[src/inc/ppdio_map.vh]
`ifndef PPDIO_MAP_VH
`define PPDIO_MAP_VH
// low-nibble register offsets
`define PPDIO_OFS_X_DATA     4'h0
`define PPDIO_OFS_X_DIR      4'h1
`define PPDIO_OFS_Y_DATA     4'h2
`define PPDIO_OFS_Y_DIR      4'h3
`define PPDIO_OFS_Z_DATA     4'h4
`define PPDIO_OFS_Z_DIR      4'h5
`define PPDIO_OFS_HS_CTRL    4'h6
`define PPDIO_OFS_PIN_CTRL   4'h7
`define PPDIO_OFS_MAP        4'hf
// full address of the mapping register, valid before mapping
`define PPDIO_MAP_ADDR       8'hff
// reset values
`define PPDIO_RST_DIR        8'h00
`define PPDIO_RST_CTRL       8'h00
`define PPDIO_RST_DATA       8'h00
// handshake control fields
`define PPDIO_HS_X_EN_BIT    7
`define PPDIO_HS_X_EDGE_BIT  6
`define PPDIO_HS_Y_EN_BIT    3
`define PPDIO_HS_Y_EDGE_BIT  2
// pin function control fields
`define PPDIO_PF_XIN_BIT     0
`define PPDIO_PF_YIN_BIT     2
`endif

[src/rtl/ppdio_port.v]
`timescale 1ns/1ps
`include "ppdio_map.vh"
// Contract
// - three 8-bit ports, each pin direction set by its direction bit
// - direction bit one drives the pin with the stored data bit
// - direction bit zero releases the pin as a high-impedance input
// - reset clears all direction bits so every pin starts as input
// - eight port registers: three data, three direction, two control
// - mapping register takes one write after reset, later writes ignored
// - access decoded only when upper address nibble matches stored base
module ppdio_port #(
  parameter W = 8
) (
  // clock and reset
  input  wire         clk,
  input  wire         arst_n,
  // multiplexed host bus (synchronous to clk)
  input  wire         addrLatch,
  input  wire         busEnable,
  input  wire         readNotWrite,
  input  wire [7:0]   adIn,
  output reg  [7:0]   adOut,
  output reg          adOen_n,
  // chain reset out
  output reg          chainResetOut,
  // ports, 3*W wide: X in [W-1:0], Y next, Z top
  input  wire [3*W-1:0] portIn,
  output reg  [3*W-1:0] portOut,
  output reg  [3*W-1:0] portOen_n,
  // handshake edge flags
  output reg          xEdgeFlag,
  output reg          yEdgeFlag
);

  reg  [7:0]     addr_r;
  reg  [3:0]     base_r;
  reg            mapped_r;
  reg  [3*W-1:0] data_r;
  reg  [3*W-1:0] dir_r;
  reg  [7:0]     hsCtrl_r;
  reg  [7:0]     pfCtrl_r;
  reg  [3*W-1:0] pinS1_r;
  reg  [3*W-1:0] pinS2_r;
  reg            xPrev_r;
  reg            yPrev_r;
  reg            enPrev_r;
  reg  [7:0]     rd_nxt;

  wire           strobe   = busEnable & ~enPrev_r;
  wire           hit      = mapped_r & (addr_r[7:4] == base_r);
  wire [3:0]     ofs      = addr_r[3:0];
  wire           wr       = strobe & ~readNotWrite;
  wire           rd       = strobe & readNotWrite;
  wire           mapWr    = wr & ~mapped_r & (addr_r == `PPDIO_MAP_ADDR);
  // pin values seen by reads: input bits from pins, output bits stored
  wire [3*W-1:0] readback = (dir_r & data_r) | (~dir_r & pinS2_r);
  // handshake input pins sit on port Z bits 0 and 2
  wire           xPin     = pinS2_r[2*W+`PPDIO_PF_XIN_BIT];
  wire           yPin     = pinS2_r[2*W+`PPDIO_PF_YIN_BIT];
  wire           xEdge    = hsCtrl_r[`PPDIO_HS_X_EDGE_BIT] ? (xPin & ~xPrev_r)
                                                            : (~xPin & xPrev_r);
  wire           yEdge    = hsCtrl_r[`PPDIO_HS_Y_EDGE_BIT] ? (yPin & ~yPrev_r)
                                                            : (~yPin & yPrev_r);
  wire           xActive  = pfCtrl_r[`PPDIO_PF_XIN_BIT];
  wire           yActive  = pfCtrl_r[`PPDIO_PF_YIN_BIT];
  wire           xAccess  = strobe & hit & (ofs == `PPDIO_OFS_X_DATA);
  wire           yAccess  = strobe & hit & (ofs == `PPDIO_OFS_Y_DATA);

  always @* begin
    rd_nxt = 8'h00;
    case (ofs)
      `PPDIO_OFS_X_DATA:   rd_nxt = readback[W-1:0];
      `PPDIO_OFS_X_DIR:    rd_nxt = dir_r[W-1:0];
      `PPDIO_OFS_Y_DATA:   rd_nxt = readback[2*W-1:W];
      `PPDIO_OFS_Y_DIR:    rd_nxt = dir_r[2*W-1:W];
      `PPDIO_OFS_Z_DATA:   rd_nxt = readback[3*W-1:2*W];
      `PPDIO_OFS_Z_DIR:    rd_nxt = dir_r[3*W-1:2*W];
      `PPDIO_OFS_HS_CTRL:  rd_nxt = hsCtrl_r;
      `PPDIO_OFS_PIN_CTRL: rd_nxt = pfCtrl_r;
      default:             rd_nxt = 8'h00;
    endcase
  end

  always @(posedge clk or negedge arst_n) begin
    if (!arst_n) begin
      addr_r        <= 8'h00;
      base_r        <= 4'h0;
      mapped_r      <= 1'b0;
      chainResetOut <= 1'b0;
      data_r        <= {3{`PPDIO_RST_DATA}};
      dir_r         <= {3{`PPDIO_RST_DIR}};
      hsCtrl_r      <= `PPDIO_RST_CTRL;
      pfCtrl_r      <= `PPDIO_RST_CTRL;
      pinS1_r       <= {3*W{1'b0}};
      pinS2_r       <= {3*W{1'b0}};
      xPrev_r       <= 1'b0;
      yPrev_r       <= 1'b0;
      enPrev_r      <= 1'b0;
      adOut         <= 8'h00;
      adOen_n       <= 1'b1;
      portOut       <= {3*W{1'b0}};
      portOen_n     <= {3*W{1'b1}};
      xEdgeFlag     <= 1'b0;
      yEdgeFlag     <= 1'b0;
    end else begin
      pinS1_r  <= portIn;
      pinS2_r  <= pinS1_r;
      xPrev_r  <= xPin;
      yPrev_r  <= yPin;
      enPrev_r <= busEnable;
      if (addrLatch)
        addr_r <= adIn;
      if (mapWr) begin
        base_r        <= adIn[3:0];
        mapped_r      <= 1'b1;
        chainResetOut <= 1'b1;
      end
      if (wr & hit) begin
        case (ofs)
          `PPDIO_OFS_X_DATA:   data_r[W-1:0]     <= adIn[W-1:0];
          `PPDIO_OFS_X_DIR:    dir_r[W-1:0]      <= adIn[W-1:0];
          `PPDIO_OFS_Y_DATA:   data_r[2*W-1:W]   <= adIn[W-1:0];
          `PPDIO_OFS_Y_DIR:    dir_r[2*W-1:W]    <= adIn[W-1:0];
          `PPDIO_OFS_Z_DATA:   data_r[3*W-1:2*W] <= adIn[W-1:0];
          `PPDIO_OFS_Z_DIR:    dir_r[3*W-1:2*W]  <= adIn[W-1:0];
          `PPDIO_OFS_HS_CTRL:  hsCtrl_r          <= adIn;
          `PPDIO_OFS_PIN_CTRL: pfCtrl_r          <= adIn;
          default:             hsCtrl_r          <= hsCtrl_r;
        endcase
      end
      if (rd & hit) begin
        adOut   <= rd_nxt;
        adOen_n <= 1'b0;
      end else if (!busEnable) begin
        adOen_n <= 1'b1;
      end
      portOut   <= data_r;
      portOen_n <= ~dir_r;
      // set wins over the access clear
      if (xActive & xEdge)
        xEdgeFlag <= 1'b1;
      else if (xAccess)
        xEdgeFlag <= 1'b0;
      if (yActive & yEdge)
        yEdgeFlag <= 1'b1;
      else if (yAccess)
        yEdgeFlag <= 1'b0;
    end
  end

endmodule // ppdio_port

[config.mk]
export PLATFORM = sky130hd
export DESIGN_NAME = ppdio_port
export DESIGN_NICKNAME = d
export VERILOG_FILES = /design/src/rtl/ppdio_port.v
export VERILOG_INCLUDE_DIRS = /design/src /design/src/inc
export SDC_FILE = /design/constraint.sdc
export NUM_CORES = 1
export LEC_CHECK = 0
export ABC_CLOCK_PERIOD_IN_PS = 2400
export BUFFER_PORTS_ARGS = -buffer_cell sky130_fd_sc_hd__buf_2
export CAP_MARGIN = 25
export CORE_MARGIN = 8
export CORE_UTILIZATION = 45
export DETAILED_ROUTE_END_ITERATION = 10
export GPL_TIMING_DRIVEN = 0
export PLACE_DENSITY_LB_ADDON = 0.08
export SLEW_MARGIN = 20
export SYNTH_ARGS = -nofsm -noshare
export SYNTH_HDL_FRONTEND = slang
export SYNTH_SLANG_ARGS = --single-unit
[constraint.sdc]
create_clock -name clk -period 2.4 [get_ports clk]
set_input_delay 0.12 -clock clk [delete_from_list [all_inputs] [get_ports clk]]
set_output_delay 0.12 -clock clk [all_outputs]
set_load 0.05 [all_outputs]
==> parameters.txt <==
Parameter                              Value

Floorplanning
  Starting utilization of the core area    45.8%
  Core Rows    45
  Total Die Area    19700 sq um
  Placeable core region    15100 sq um
  Die boundary width    140 microns
  Vertical extent of the die    140 microns
  Number of placed I/O pins    97

Logic synthesis
  Number of synthesis warnings    0
  Post-Syn Instances    444
  Cell types occupying the most area after synthesis    dfrtp_1, mux2_2, dfstp_2, nand4b_4, inv_1
  Dominant synthesized flop cell    dfrtp_1
  Mapped Nets    481
  Share of the yosys chip area belonging to registers    67.9%
  Post-synthesis register bit count    187
  Syn_area_per_cell    15.6 sq um
  Cell type contributing the most total cell area after synthesis    dfrtp_1
  Most frequent cells after synthesis    dfrtp_1, mux2_2, dfstp_2, inv_1, o21ai_0
  Proportion of register bits with asynchronous set or reset after synthesis    100%
  Cell with the most instances after synthesis    dfrtp_1
  Share of Yosys cell area claimed by the top area cell type    58.4%
  Cell area after synthesis    6940 sq um
  Number of enable-type register cells in the synthesized netlist    0
  Count of unique library cells instantiated by Yosys    38

Power
  Pwr dens    768 nW/um^2
  Largest vdd supply drop    496 uV
  Leakage power    4.22 nW

Routing
  Detailed-route wire length per cell    20.2 microns
  Number of design rule violations left after detail routing    0
  Final WL    15.8 mm
  Vias/cell    5.12
  Via Count    4007
  Number of nets with antenna violations after detailed routing    0
  Starting DRC count in detailed routing    211
  Number of search-and-repair iterations in the first detailed-routing pass    4

Placement
  Post-place instance area    7700 sq um
  Half-perimeter wire length after detailed placement    10.2 mm
  Last weighted congestion value of the routability-driven placer    0.832
  Number of input and output port buffers inserted    90
  Minimum setup slack after placement    0.00486 ns

Worst setup path
  Bufs and invs on worst path    3
  Reg2Reg Depth    7
  Sort of element at the end of the critical path    register
  R2R Setup Slk    0.16 ns
  List of cells traversed by the critical path    buf_4 > buf_6 > clkbuf_1 > nor3b_1 > o21ai_0 > nand4_1 > mux2_2
  Gate family responsible for the most delay along the worst path    buffers and inverters
  Startpoint of the most critical register-to-register path    addr_r[0]$_DFFE_PN0P_
  Slowest library cell on the worst path    clkbuf_1
  Critical path startpoint category    register
  CP max stage delay    0.59 ns
  R2r endpoint    adOut[4]$_DFFE_PN0N_
  CP Launch Point    addr_r[0]$_DFFE_PN0P_
  Signal arrival time at the worst endpoint    2.55 ns
  Endpoint required time on the critical path    2.71 ns
  Critical setup path kind    reg -> reg
  Worst-path fanout max    10

Clocking
  Clk Latency, worst-skew pair    0.43 ns
  Buffer count from post-CTS setup fixing    0
  Num Clock Sinks    187
  CTS Buf Count    17
  Count of H-tree levels built during CTS    4
  Number of buffers between clock root and the deepest sink    2
  CTS tree    yes
  CTS root buffer    clkbuf_16
  Clock-pin slew on the worst setup and hold paths    0.07 ns

STA
  Worst setup slack after layout    0.160 ns
  Share of the clock period used by the worst path after layout    93.3%
  Final number of max-transition violations    0
  Clock skew    0.0113 ns
  Transition time at the pin with the least slew margin    0.913 ns
  Setup TNS    0 ns
  Hold violation count in the final report    0
  Number of setup violations in the final report    0
  Worst slew margin    38.8%
  Tmin final    2.24 ns
  Peak clock frequency supported by timing    0.446 GHz
  RSZ-0062 raised after global routing    no

Final layout
  Net count reported at finish    618
  Finished Core Util    56.8%
  Area grow syn2layout    23.8%
  Antenna diode instance count    0
  Finished Cell Area    8600 sq um
  Share of cells above drive strength 1    46.1%
  Area taken by multi-input logic gates    2020 sq um
  Filler cell count    1239
  Sequential cell area    4710 sq um

Global route
  Via count of the first global-routing pass    4390
  Met3 Resource Use GR    4.42%
  Global-route layer with the greatest usage    met2
  Antenna violations before repair    0
  GR Util met1    23.1%
  Met2 GRT Util    25.7%
  Overflow after GRT    0
  Total routing resource utilization after global routing    17.0%
  Pin count of the biggest net entering global routing    90
  Global-route wire length before repair    25.1 mm

Worst hold path
  Worst Hold Class    in -> reg
  Startpoint of the worst hold path    adIn[5]
  Worst Hold End    data_r[21]$_DFFE_PN0P_
  Worst Hold Depth    2

Run
  Count of max-cap constraint violations    0

Run status
  Run status    finished clean
[worst max path at each step]
stage,to,slack [ns],cells past startpoint
floorplan,dir_r[12]$_DFFE_PN0P_,0.52,5
global placement,portOut[0]$_DFF_PN0_,-1.69,1
detailed placement,adOut[4]$_DFFE_PN0N_,0.005,6
CTS,adOut[4]$_DFFE_PN0N_,0.005,6
global route,data_r[2]$_DFFE_PN0P_,0.07,4
finish,adOut[4]$_DFFE_PN0N_,0.16,7
[area by class of cell]
cell class | instances | area share, %
Sequential cell | 187 | 54.8
Tap cell | 188 | 2.74
Timing Repair Buffer | 118 | 9.02
Inverter | 25 | 1.09
Buffer | 22 | 1.51
Clock inverter | 12 | 2.17
Multi-Input combinational cell | 210 | 23.5
Clock buffer | 20 | 5.20
[cells by family after synthesis]
group / share of synthesized area [%]
AO/OA/AOI/OAI: 4.56
XOR/XNOR: 0.505
buffers and inverters: 3.23
flip-flops: 67.9
multiplexers: 16.3
AND/OR/NAND/NOR: 7.52
[registers in the layout, summed over array words and instances, names as in the netlist, 24 cells and up]
name       cells
portOen_n     24
pinS1_r       24
dir_r         24
data_r        24
pinS2_r       24
portOut       24
[layer usage]
metal / vias up / wire length [microns]
met5: - / 0
li1: 1833 / -
met2: 90 / 7290
met1: 2065 / 7490
met4: 0 / 272
met3: 19 / 747
[metrics by stage]
stage / power, mW / hold slack (ns) / instances
finish: 6.60 / 0.0604 / 782
floorplan: 3.46 / -0.176 / 444
CTS: 6.66 / 0.0549 / 782
detailed placement: 3.64 / -0.0218 / 724
global route: 6.82 / 0.0716 / 782
global placement: 3.62 / 0.228 / 722
[layout by cell type, fill, tap and decap left out, types with 5 or more instances in the layout]
cell	Yosys	routed
mux2_2	98	98
and3_1	5	5
clkbuf_16	0	17
dlygate4sd3_1	0	26
o21ai_0	12	12
buf_4	7	7
dfstp_2	25	25
nor3b_1	10	10
a32oi_1	7	7
nand2_1	6	6
o211ai_1	6	6
inv_1	25	25
buf_2	5	94
a22oi_1	8	8
clkbuf_1	4	6
dfrtp_1	162	162
o21a_1	9	9
nand4_1	8	8
[report_power, final]
group	switching (mW)	leakage, nW	internal, mW	total [mW]
sequential	0.0280	2.39	3.21	3.24
combinational	0.233	1.53	0.141	0.374
clock	1.20	0.298	1.79	2.99
total	1.46	4.22	5.14	6.60
[timing repair]
action / CTS / global route
gates resized for setup: 0 / 1
endpoints found under the hold margin: 126 / 0
endpoints found under the setup margin: 0 / 7
hold buffers: 26 / 0
Power figures use the tool's default switching activity.
